--- config.mk ---
export PLATFORM = sky130hd
export DESIGN_NAME = hmp_port
export DESIGN_NICKNAME = d
export VERILOG_FILES = /design/src/verilog/hmp_pkg.sv /design/src/verilog/hmp_sync.sv /design/src/verilog/hmp_port.sv
export VERILOG_INCLUDE_DIRS = /design/src /design/src/verilog
export SDC_FILE = /design/constraint.sdc
export NUM_CORES = 1
export LEC_CHECK = 0
export ABC_AREA = 1
export BUFFER_PORTS_ARGS = -buffer_cell sky130_fd_sc_hd__buf_4
export CAP_MARGIN = 20
export CELL_PAD_IN_SITES_DETAIL_PLACEMENT = 1
export CELL_PAD_IN_SITES_GLOBAL_PLACEMENT = 1
export CORE_MARGIN = 3
export CORE_UTILIZATION = 38
export DETAILED_ROUTE_END_ITERATION = 10
export GPL_TIMING_DRIVEN = 0
export PLACE_DENSITY = 0.79
export SLEW_MARGIN = 20
export SYNTH_ARGS = -nofsm -noshare
export SYNTH_HDL_FRONTEND = slang
export SYNTH_SLANG_ARGS = --single-unit
export TNS_END_PERCENT = 100
--- constraint.sdc ---
create_clock -name SYS_CLK -period 1.6 [get_ports SYS_CLK]
set_input_delay 0.32 -clock SYS_CLK [delete_from_list [all_inputs] [get_ports SYS_CLK]]
set_output_delay 0.32 -clock SYS_CLK [all_outputs]
set_load 0.01 [all_outputs]
--- src/verilog/hmp_defines.svh ---
// constants for the host memory port: offsets, fields, resets, boot
`ifndef HMP_DEFINES_SVH
`define HMP_DEFINES_SVH
`define HMP_ADDR_REG_OFS 14'h3fe0
`define HMP_PAGE_REG_OFS 14'h3fe7
`define HMP_MMR_BASE 14'h3fe0
`define HMP_LATCH_PAGE_BIT 15
`define HMP_SPACE_BIT 14
`define HMP_SHORT_READ_BIT 14
`define HMP_ADDR_RST 14'h0000
`define HMP_PAGE_RST 16'h0000
`define HMP_BOOT_STRAP 3'h5
`define HMP_BOOT_ADDR 14'h0000
`endif

--- src/verilog/hmp_pkg.sv ---
// types for the host memory port
`default_nettype none
package hmp_pkg;
  typedef enum logic [1:0] {
    HMP_IDLE = 2'b00,
    HMP_SYNC = 2'b01,
    HMP_ACCESS = 2'b10,
    HMP_WAIT = 2'b11
  } hmp_state_t;
endpackage
`default_nettype wire

--- src/verilog/hmp_sync.sv ---
// two flop synchroniser for a group of asynchronous pins
`timescale 1ns/1ps
`default_nettype none
module hmp_sync #(
  parameter int W = 1,
  parameter logic [W-1:0] RST = '0
) (
  input wire logic clk,
  input wire logic srst,
  input wire logic [W-1:0] din,
  output logic [W-1:0] dout
);
  logic [W-1:0] meta_q;
  logic [W-1:0] meta_d;
  logic [W-1:0] out_d;
  // next values for the two stages
  always_comb
  begin
    meta_d = srst ? RST : din;
    out_d = srst ? RST : meta_q;
  end
  // register both stages
  always_ff @(posedge clk)
  begin
    meta_q <= meta_d;
    dout <= out_d;
  end
endmodule
`default_nettype wire

--- src/verilog/hmp_port.sv ---
// host memory port: host strobes to on-chip program and data memory
// How it works
// - page latch takes bus bits seven to zero
// - address latch takes fourteen bits plus space
// - host never writes control register area
// - shared 16-bit bus, 24-bit program words
// - strobes synchronised, core keeps running
// - address increments after each data access or full program word
// - latch strobe falling edge captures address
// - one cycle sync, one cycle access
// - host cannot read latched address or page
// - core writes address register in data space
// - page register bit fourteen picks read timing
// - strap pattern five selects host boot
// - boot stalls until program word zero written
// - strap pins sampled while reset held
// - accesses still serviced while core idles
`timescale 1ns/1ps
`default_nettype none
`include "hmp_defines.svh"
module hmp_port (
  input wire logic SYS_CLK,
  input wire logic SRST,
  input wire logic HOST_SELECT_N,
  input wire logic ADDRESS_LATCH_STROBE,
  input wire logic HOST_READ_STROBE_N,
  input wire logic HOST_WRITE_STROBE_N,
  input wire logic [15:0] HOST_ADDR_DATA_BUS_IN,
  output logic [15:0] HOST_ADDR_DATA_BUS_OUT,
  output logic HOST_ADDR_DATA_BUS_OE,
  output logic HOST_ACKNOWLEDGE_N,
  input wire logic [2:0] FLAG_PINS_MODE,
  input wire logic CORE_IDLE,
  input wire logic CORE_REG_WE,
  input wire logic [13:0] CORE_REG_ADDR,
  input wire logic [15:0] CORE_REG_WDATA,
  output logic [15:0] CORE_REG_RDATA,
  output logic MEM_REQ,
  output logic MEM_WE,
  output logic MEM_PROGRAM_SPACE,
  output logic [13:0] MEM_ADDR,
  output logic [23:0] MEM_WDATA,
  input wire logic [23:0] MEM_RDATA,
  output logic CORE_RUN,
  output logic SHORT_READ_ALT
);
  logic [3:0] strb_raw;
  logic [3:0] strb_s;
  logic [15:0] bus_s;
  logic sel, ale, rd, wr;
  // every host pin passes two flops first
  assign strb_raw = {~HOST_SELECT_N, ADDRESS_LATCH_STROBE,
                     ~HOST_READ_STROBE_N, ~HOST_WRITE_STROBE_N};
  hmp_sync #(.W(4), .RST(4'h0)) u_strb (
    .clk(SYS_CLK),
    .srst(SRST),
    .din(strb_raw),
    .dout(strb_s)
  );
  hmp_sync #(.W(16), .RST(16'h0000)) u_bus (
    .clk(SYS_CLK),
    .srst(SRST),
    .din(HOST_ADDR_DATA_BUS_IN),
    .dout(bus_s)
  );
  assign sel = strb_s[3];
  assign ale = strb_s[2];
  assign rd = strb_s[1];
  assign wr = strb_s[0];

  hmp_pkg::hmp_state_t st_q, st_d;
  logic ale_q, ale_d;
  logic [13:0] addr_q, addr_d;
  logic space_q, space_d;
  logic [15:0] page_q, page_d;
  logic [15:0] hi_q, hi_d;
  logic half_q, half_d;
  logic is_wr_q, is_wr_d;
  logic boot_q, boot_d;
  logic [2:0] strap_m_q, strap_m_d, strap_s_q, strap_s_d;
  logic psp_d, sra_d;
  logic [13:0] maddr_d;
  logic run_q, run_d;
  logic ack_n_d;
  logic req_d, we_d;
  logic [23:0] wdat_d;
  logic [15:0] out_d;
  logic oe_d;
  logic [15:0] rdat_d;
  logic do_acc, protect;

  // address or page latch, strobes, access sequencing and boot
  always_comb
  begin
    st_d = st_q;
    ale_d = ale;
    addr_d = addr_q;
    space_d = space_q;
    page_d = page_q;
    hi_d = hi_q;
    half_d = half_q;
    is_wr_d = is_wr_q;
    boot_d = boot_q;
    strap_m_d = FLAG_PINS_MODE; // straps are pins: two flops first
    strap_s_d = strap_m_q;
    run_d = run_q;
    req_d = 1'b0;
    we_d = 1'b0;
    wdat_d = MEM_WDATA;
    out_d = HOST_ADDR_DATA_BUS_OUT;
    oe_d = sel & rd; // drives only during a read strobe
    do_acc = 1'b0;
    // control register area is fenced off for host writes
    protect = (addr_q >= `HMP_MMR_BASE) && !space_q;
    if (SRST)
      boot_d = (strap_s_q == `HMP_BOOT_STRAP);
    else
      run_d = !boot_q; // boot holds the core off
    // falling edge of latch strobe while selected
    if (sel && ale_q && !ale && st_q == hmp_pkg::HMP_IDLE)
    begin
      if (bus_s[`HMP_LATCH_PAGE_BIT])
        page_d = {page_q[15:8], bus_s[7:0]};
      else
      begin
        addr_d = bus_s[13:0];
        space_d = bus_s[`HMP_SPACE_BIT];
        half_d = 1'b0;
      end
    end
    // core side writes to the two mapped registers
    if (CORE_REG_WE && CORE_REG_ADDR == `HMP_ADDR_REG_OFS)
    begin
      addr_d = CORE_REG_WDATA[13:0];
      space_d = CORE_REG_WDATA[`HMP_SPACE_BIT];
      half_d = 1'b0;
    end
    if (CORE_REG_WE && CORE_REG_ADDR == `HMP_PAGE_REG_OFS)
      page_d = CORE_REG_WDATA;
    case (st_q)
      hmp_pkg::HMP_IDLE:
        if (sel && (rd || wr))
        begin
          is_wr_d = wr;
          st_d = hmp_pkg::HMP_SYNC; // sync cycle
        end
      hmp_pkg::HMP_SYNC:
        st_d = hmp_pkg::HMP_ACCESS;
      hmp_pkg::HMP_ACCESS:
      begin
        do_acc = 1'b1; // one access cycle, also while idle
        st_d = hmp_pkg::HMP_WAIT;
      end
      hmp_pkg::HMP_WAIT:
        if (!(sel && (rd || wr)))
          st_d = hmp_pkg::HMP_IDLE;
      default:
        st_d = hmp_pkg::HMP_IDLE;
    endcase
    // program words pass as two bus words, high 16 then low 8
    if (do_acc)
    begin
      if (space_q && !half_q)
      begin
        half_d = 1'b1;
        if (is_wr_q)
          hi_d = bus_s;
        else
          out_d = MEM_RDATA[23:8];
        if (!is_wr_q)
          req_d = 1'b1;
      end
      else
      begin
        half_d = 1'b0;
        req_d = !(is_wr_q && protect);
        we_d = is_wr_q && !protect;
        if (space_q)
          wdat_d = {hi_q, bus_s[7:0]};
        else
          wdat_d = {8'h00, bus_s};
        if (!is_wr_q)
          out_d = space_q ? {8'h00, MEM_RDATA[7:0]} : MEM_RDATA[15:0];
        addr_d = addr_q + 14'h0001;
        if (boot_q && is_wr_q && space_q && addr_q == `HMP_BOOT_ADDR)
          boot_d = 1'b0;
      end
    end
    // ack low only when port can take a strobe
    ack_n_d = !(st_d == hmp_pkg::HMP_IDLE);
    // core readback; host path never returns these
    rdat_d = 16'h0000;
    if (CORE_REG_ADDR == `HMP_ADDR_REG_OFS)
      rdat_d = {1'b0, space_q, addr_q};
    else if (CORE_REG_ADDR == `HMP_PAGE_REG_OFS)
      rdat_d = page_q;
    // memory side address and timing select from the latched state
    psp_d = space_q;
    maddr_d = addr_q;
    sra_d = page_q[`HMP_SHORT_READ_BIT];
    if (SRST)
    begin
      st_d = hmp_pkg::HMP_IDLE;
      ale_d = 1'b0;
      addr_d = `HMP_ADDR_RST;
      space_d = 1'b0;
      page_d = `HMP_PAGE_RST;
      half_d = 1'b0;
      run_d = 1'b0;
      req_d = 1'b0;
      we_d = 1'b0;
      oe_d = 1'b0;
      out_d = 16'h0000;
      ack_n_d = 1'b1;
      wdat_d = 24'h000000;
      hi_d = 16'h0000;
      psp_d = 1'b0;
      maddr_d = 14'h0000;
      sra_d = 1'b0;
      rdat_d = 16'h0000;
      is_wr_d = 1'b0;
    end
  end

  // register all state and outputs
  always_ff @(posedge SYS_CLK)
  begin
    st_q <= st_d;
    ale_q <= ale_d;
    addr_q <= addr_d;
    space_q <= space_d;
    page_q <= page_d;
    hi_q <= hi_d;
    half_q <= half_d;
    is_wr_q <= is_wr_d;
    boot_q <= boot_d;
    strap_m_q <= strap_m_d;
    strap_s_q <= strap_s_d;
    run_q <= run_d;
    HOST_ACKNOWLEDGE_N <= ack_n_d;
    HOST_ADDR_DATA_BUS_OUT <= out_d;
    HOST_ADDR_DATA_BUS_OE <= oe_d;
    MEM_REQ <= req_d;
    MEM_WE <= we_d;
    MEM_PROGRAM_SPACE <= psp_d;
    MEM_ADDR <= maddr_d;
    MEM_WDATA <= wdat_d;
    CORE_REG_RDATA <= rdat_d;
    CORE_RUN <= run_d;
    SHORT_READ_ALT <= sra_d;
  end
endmodule
`default_nettype wire

==> out/results.ini, run 1 <==
[setup_path]
worst-endpoint-required_ps=1900
timing.critical_path.from_type=flop
critical_path.slowest_cell=dfxtp_1
timing.critical_path.cells=nand2_2 > nor2_8 > buf_6 > buf_2 > a31oi_1
critPathKind=reg -> reg
worst_path_dominant_cell_family=simple AND/OR/NAND/NOR gates
cp_slowest_stage_delay_ps=420
endpoint_kind=flop
path_buf_inv=2
crit_fanout=10
crit_arrival_ps=1830

[finish]
non_filler_instance_count_after_layout=1318
final_layout_size_suffix_gt1_frac=0.220
fin_nets=1165
area_growth_pct=31.3
number_of_antenna_cells_inserted=0

[yosys]
synthDominantCellAreaShare=0.519
synth_area_leaders=dfxtp_1 (52%), nand2_1 (11%), nor2_1 (7.5%), o21ai_0 (6.1%), inv_1 (5.4%)
synth_enable_flop_cells=0
mappedNetlistArea_mm2=0.00678
yosys_register_bits=176
synth-seq-area-share=0.519
yosysMostFrequentCell=nand2_1
post_synth_inst_count=906
syn_area_per_cell_um2=7.49
post-synth-top-area-cell=dfxtp_1
synth-async-reset-ratio=0
synth.net_count=989
yosys_warnings=0
synth_top_flop_cell=dfxtp_1
commonest_cells_in_the_netlist=nand2_1 (198), dfxtp_1 (176), nor2_1 (135)
synth_cell_types=34

[placed_design]
detailed_place_hpwl_mm=16.9
final_replace_weighted_congestion=0.886
placed_cells_incl_taps=1285
detailedPlace.worstSlack_ps=-332
io_buffer_count=154

[clocking]
tritoncts=done
cts.sinks=176
clk_latency_ps=430
clk_transition_reported_paths_ps=70
ctsRootBufferMaster=clkbuf_16
cts_buffer_depth=2
ctsHtreeMaxLevel=4
cts_inserted_buffers=17

[timing]
setup_slack_ps=72.5
total_negative_setup_slack_ps=0
timing.slew.headroom=0.519
rsz0062_at_grt=yes
post-route-min-period_ps=1530
skew_ps=9.00
report.final.slew_viol_count=0
final_hold_viol_count=0
worst-slew-pin-transition_ps=721
layout_worst_path_cycle_share=0.955
max_clock_freq_mhz=655
report.final.setup_viol=0

[grt]
number_of_global_route_vias_before_repair=6691
grt.overflow.total=0
first_pass_grt_wire_length_mm=35.9
grt_usage=0.233
grt_antenna_before_repair=0
pin_count_of_the_biggest_net_entering_global_routing=17

[floorplanning]
std_cell_rows=48
die_height_um=140
initial_utilization=0.391
dieArea_mm2=0.0195
coreArea_mm2=0.0174
num_io_pins=158
die_w_um=140

[job]
timing.max_cap.violations=0

[drt]
route.vias.total=6585
drc=0
detailedRoute.firstPassIterationCount=4
routed_wirelength_mm=22.7
viasPerCell=5.00
routed_wire_length_per_instance_um=17.2
final_antenna_net_count=0
number_of_drc_markers_in_iteration_0=423

[pwr]
power.static_leakage_nw=3.98
peakVddDrop_mv=0.954
p_total_mw=9.35
power_density_of_the_placed_cells_mw_per_mm2=1050

[min_path]
hold_class=in -> reg

[outcome]
outcome=finished, final reports clean

[flip-flops by register name, indices dropped and copies added (netlist names), 14 cells and up]
name / cells
CORE_REG_RDATA: 16
HOST_ADDR_DATA_BUS_OUT: 16
MEM_ADDR: 14
MEM_WDATA: 24
addr_q: 14
hi_q: 16
page_q: 16
u_bus.dout: 16
u_bus.meta_q: 16
[worst paths after layout]
| kind | from | end | slack [ps] | depth (start not counted) |
|---|---|---|---|---|
| max | st_q[1] | MEM_WDATA[8] | 70 | 5 |
| min | HOST_SELECT_N | u_strb.meta_q[3] | 30 | 2 |
| max reg2reg | st_q[1] | MEM_WDATA[8] | 70 | 5 |
| min reg2reg | strap_m_q[2] | strap_s_q[2] | 330 | 0 |
[kinds of logic after synthesis]
kind of cell	count (synthesis)	share of synthesized area
simple gates	409	0.254
flops	176	0.519
compound gates	166	0.128
buf+inv	151	0.0917
xor+xnor	2	0.00258
fa+ha+maj	2	0.00369
[cell usage in the layout, fill, tap and decap left out, drive strengths merged]
cell type    count
nor3             6
clkinv           1
nand3           33
nand2          201
nand3b           1
clkbuf          37
o31ai            1
or2              2
clkinvlp         4
nand4           24
o211ai           1
buf            185
bufinv           2
a31oi           26
ha               2
xor2             2
inv            106
dfxtp          176
o21ai           87
dlygate4sd3      3
a211oi           1
a21oi           50
nor2           142
[worst reg2reg max path: stages (launching register included)]
cell and delay [ps]:
dfxtp_1 420, nand2_2 200, nor2_8 240, buf_6 180, buf_2 240, a31oi_1 120
[routing by layer]
metal,vias up,global-route usage,wire [um]
li1,3239,-,-
met1,3153,0.292,9740
met2,167,0.414,11600
met3,26,0.0478,1090
met4,0,0.0561,286
met5,-,0,0
[metrics by stage]
step           utilization  hold slack (ps)  cell area, um^2
2_1_floorplan            -              310             6780
3_3_place_gp         0.474              311             8220
3_5_place_dp         0.474              315             8220
4_1_cts              0.510             8.85             8860
5_1_grt              0.513             9.55             8900
6_report             0.513             27.1             8900
[layout make-up]
| type | count | area (um^2) |
|---|---|---|
| Buffer | 46 | 245 |
| Clock buffer | 20 | 447 |
| Clock inverter | 10 | 129 |
| Fill cell | 2201 | 8450 |
| Inverter | 103 | 398 |
| Multi-Input combinational cell | 579 | 2680 |
| Sequential cell | 176 | 3530 |
| Tap cell | 225 | 282 |
| Timing Repair Buffer | 159 | 1200 |
[power breakdown]
group / switching, mW / total, mW / leakage [nW] / internal, mW
Sequential: 0.0688 / 4.56 / 1.43 / 4.49
Clock: 1.81 / 4.16 / 0.272 / 2.35
Combinational: 0.342 / 0.627 / 2.28 / 0.285
[timing repair]
action / in CTS / in global routing
hold endpoints to repair: 3 / 0
setup endpoints to repair: 20 / 58
setup buffers: 2 / 0
cloned: 0 / 0
hold buffers: 3 / 0
gates resized for setup: 5 / 27
pin swaps: 1 / 1
No activity file was read; power rests on OpenSTA's default activity.
==> run 2: changes to the inputs <==
--- a/config.mk
+++ b/config.mk
@@ -7,15 +7,16 @@
 export NUM_CORES = 1
 export LEC_CHECK = 0
 export ABC_AREA = 1
-export BUFFER_PORTS_ARGS = -buffer_cell sky130_fd_sc_hd__buf_4
 export CAP_MARGIN = 20
 export CELL_PAD_IN_SITES_DETAIL_PLACEMENT = 1
 export CELL_PAD_IN_SITES_GLOBAL_PLACEMENT = 1
 export CORE_MARGIN = 3
-export CORE_UTILIZATION = 38
+export CORE_UTILIZATION = 45
+export CTS_BUF_LIST = sky130_fd_sc_hd__clkbuf_16
 export DETAILED_ROUTE_END_ITERATION = 10
+export DONT_BUFFER_PORTS = 1
 export GPL_TIMING_DRIVEN = 0
-export PLACE_DENSITY = 0.79
+export PLACE_DENSITY_LB_ADDON = 0.1
 export SLEW_MARGIN = 20
 export SYNTH_ARGS = -nofsm -noshare
 export SYNTH_HDL_FRONTEND = slang
==> run 2 against run 1 <==
Register-to-register slack better by 30 ps; clock skew is 1.6 ps lower; setup slack better by 34 ps; clock power is 3% higher; count of clock-buffer cells in the layout is 3 lower; die area is 15% lower; largest power group unchanged.
==> out/results.ini, run 2 (synthesis results as in run 1) <==
[grt]
first_pass_grt_wire_length_mm=34.1  ; -5.0%
grt_usage=0.266  ; +0.0322
pin_count_of_the_biggest_net_entering_global_routing=19  ; +2
grt.overflow.total=0  ; unchanged
grt_antenna_before_repair=0  ; unchanged
number_of_global_route_vias_before_repair=6312  ; -5.7%

[finish]
fill_cell_instance_count_of_the_final_layout=1792  ; -19%
layout.core_utilization=0.546  ; +0.0333
most-common-layout-cells=nand2_1 (196), dfxtp_1 (172), nor2_1 (131)
most_common_cell_after_layout_fill_and_taps_aside=nand2_1
number_of_antenna_cells_inserted=0  ; unchanged
regMostFlops=MEM_WDATA
footprint_of_the_multi_input_gates_mm2=0.00269  ; +0.51%
register_area_mm2=0.00353  ; about the same
fin_nets=1037  ; -11%
area_growth_pct=17.9
final_layout_size_suffix_gt1_frac=0.107  ; -0.114
largest_register_ffs=24  ; unchanged

[outcome]
outcome=finished, final reports clean

[setup_path]
setup.worst_path.end=MEM_WDATA[10]
worstSetupStartpoint=space_q
crit-reg2reg-launch=space_q
cp_slowest_stage_delay_ps=310  ; -110 ps
endpoint_kind=flop
critPathKind=reg -> reg
critical_path.slowest_cell=dfxtp_1
worst_path_dominant_cell_family=buffers and inverters
crit_arrival_ps=1810  ; -20 ps
worst-endpoint-required_ps=1910  ; about the same
path_buf_inv=4  ; +2
worst-path-stages=7  ; +2
path_common_cell=nor2_8
crit_fanout=10  ; unchanged
timing.critical_path.from_type=flop
timing.critical_path.cells=buf_6 > inv_4 > nor2_8 > nor2_8 > buf_4 > clkbuf_4 > a31oi_1
r2r_slack_ps=110  ; +30 ps
critical_path.reg2reg.endpoint=MEM_WDATA[10]
rr_worst_depth=7  ; +2

[timing]
timing.slew.headroom=0.548  ; +0.0289
fin_hold_ws_ps=5.40  ; -21.7 ps
max_clock_freq_mhz=670  ; +2.3%
layout_worst_path_cycle_share=0.933  ; -0.0213
total_negative_setup_slack_ps=0  ; unchanged
final_hold_viol_count=0  ; unchanged
worst-slew-pin-transition_ps=677  ; -43.3 ps
report.final.slew_viol_count=0  ; unchanged
rsz0062_at_grt=yes
post-route-min-period_ps=1490  ; -34.1 ps
report.final.setup_viol=0  ; unchanged
skew_ps=7.43  ; -1.56 ps

[clocking]
cts.sinks=176  ; unchanged
ctsHtreeMaxLevel=4  ; unchanged
tritoncts=done
ctsRootBufferMaster=clkbuf_16
cts_inserted_buffers=17  ; unchanged
clk_transition_reported_paths_ps=70  ; about the same
cts_buffer_depth=2  ; unchanged
clk_latency_ps=430  ; about the same

[drt]
drc=0  ; unchanged
detailedRoute.firstPassIterationCount=5  ; +1
viasPerCell=5.39  ; +7.9%
routed_wire_length_per_instance_um=19.1  ; +11%
routed_wirelength_mm=22.0  ; -3.0%
number_of_drc_markers_in_iteration_0=369  ; -13%
route.vias.total=6207  ; -5.7%
final_antenna_net_count=0  ; unchanged

[min_path]
hold_class=in -> reg

[floorplanning]
die_height_um=129  ; -7.8%
std_cell_rows=44  ; -8.3%
num_io_pins=158  ; unchanged
die_w_um=129  ; -7.8%
initial_utilization=0.463  ; +0.0724
dieArea_mm2=0.0166  ; -15%
coreArea_mm2=0.0146  ; -16%

[pwr]
peakVddDrop_mv=0.736  ; -23%
power_density_of_the_placed_cells_mw_per_mm2=1160  ; +11%
power.static_leakage_nw=3.35  ; -16%

[placed_design]
detailed_place_hpwl_mm=16.1  ; -4.5%
final_replace_weighted_congestion=0.926  ; +4.6%
io_buffer_count=0  ; -100%

[job]
timing.max_cap.violations=0  ; unchanged

[run 2: cell types whose count changed in the layout (fill, tap and decap cells not counted), moves of 3 or more]
cell / change
clkinvlp_4: -3
clkinv_8: +3
buf_4: -150
dlygate4sd3_1: +19
[run 2: area by class of cell]
cell class	instances	share of cell area
clock inverter	15	0.0250
sequential	176	0.441
multi-input combinational	579	0.336
inverter	103	0.0493
tap	184	0.0288
timing repair buffer	29	0.0341
buffer	48	0.0324
clock buffer	17	0.0532
[run 2: stage by stage]
stage | worst slack, ps | instances | instance area [um^2] | power [mW]
global route | -19.4 | 1151 | 8000 | 9.67
global placement | -357 | 1090 | 7010 | 5.03
detailed placement | -437 | 1090 | 7010 | 5.05
floorplan | 257 | 906 | 6780 | 4.91
CTS | -4.23 | 1149 | 7910 | 9.36
finish | 107 | 1151 | 8000 | 9.32
[run 2: layer usage]
metal | GRT usage | up-vias | share of wire | wire, um
met5 | 0 | - | 0 | 0
met4 | 0.0933 | 0 | 0.024 | 530
met3 | 0.0527 | 34 | 0.053 | 1160
met2 | 0.459 | 191 | 0.50 | 11100
met1 | 0.330 | 2995 | 0.42 | 9280
li1 | - | 2987 | - | -
[run 2: how the worst min path moves through the flow]
stage,start,end,slack [ps],depth (start not counted)
after floorplan,strap_m_q[0],strap_s_q[0],310,0
after global placement,strap_m_q[0],strap_s_q[0],320,0
after detailed placement,strap_m_q[2],strap_s_q[2],320,0
after CTS,ADDRESS_LATCH_STROBE,u_strb.meta_q[2],0.4,2
after global routing,ADDRESS_LATCH_STROBE,u_strb.meta_q[2],0.5,2
final,ADDRESS_LATCH_STROBE,u_strb.meta_q[2],5,2
[run 2: worst register-to-register path, stage by stage (launching register included)]
cell and delay (ps):
dfxtp_1 310, buf_6 120, inv_4 130, nor2_8 60, nor2_8 180, buf_4 240, clkbuf_4 240, a31oi_1 100
[run 2: power by group]
part | switching (mW) | internal (mW) | total, mW
Combinational | 0.276 | 0.148 | 0.424
Clock | 1.92 | 2.39 | 4.30
Sequential | 0.0957 | 4.49 | 4.59
[run 2: what timing repair did]
item / in CTS / in global routing
hold endpoints to repair: 22 / 0
pin swaps: 1 / 1
gates cloned: 0 / 0
buffers inserted: 5 / 2
setup endpoints to repair: 21 / 70
hold buffers: 22 / 0
gates resized for setup: 7 / 30
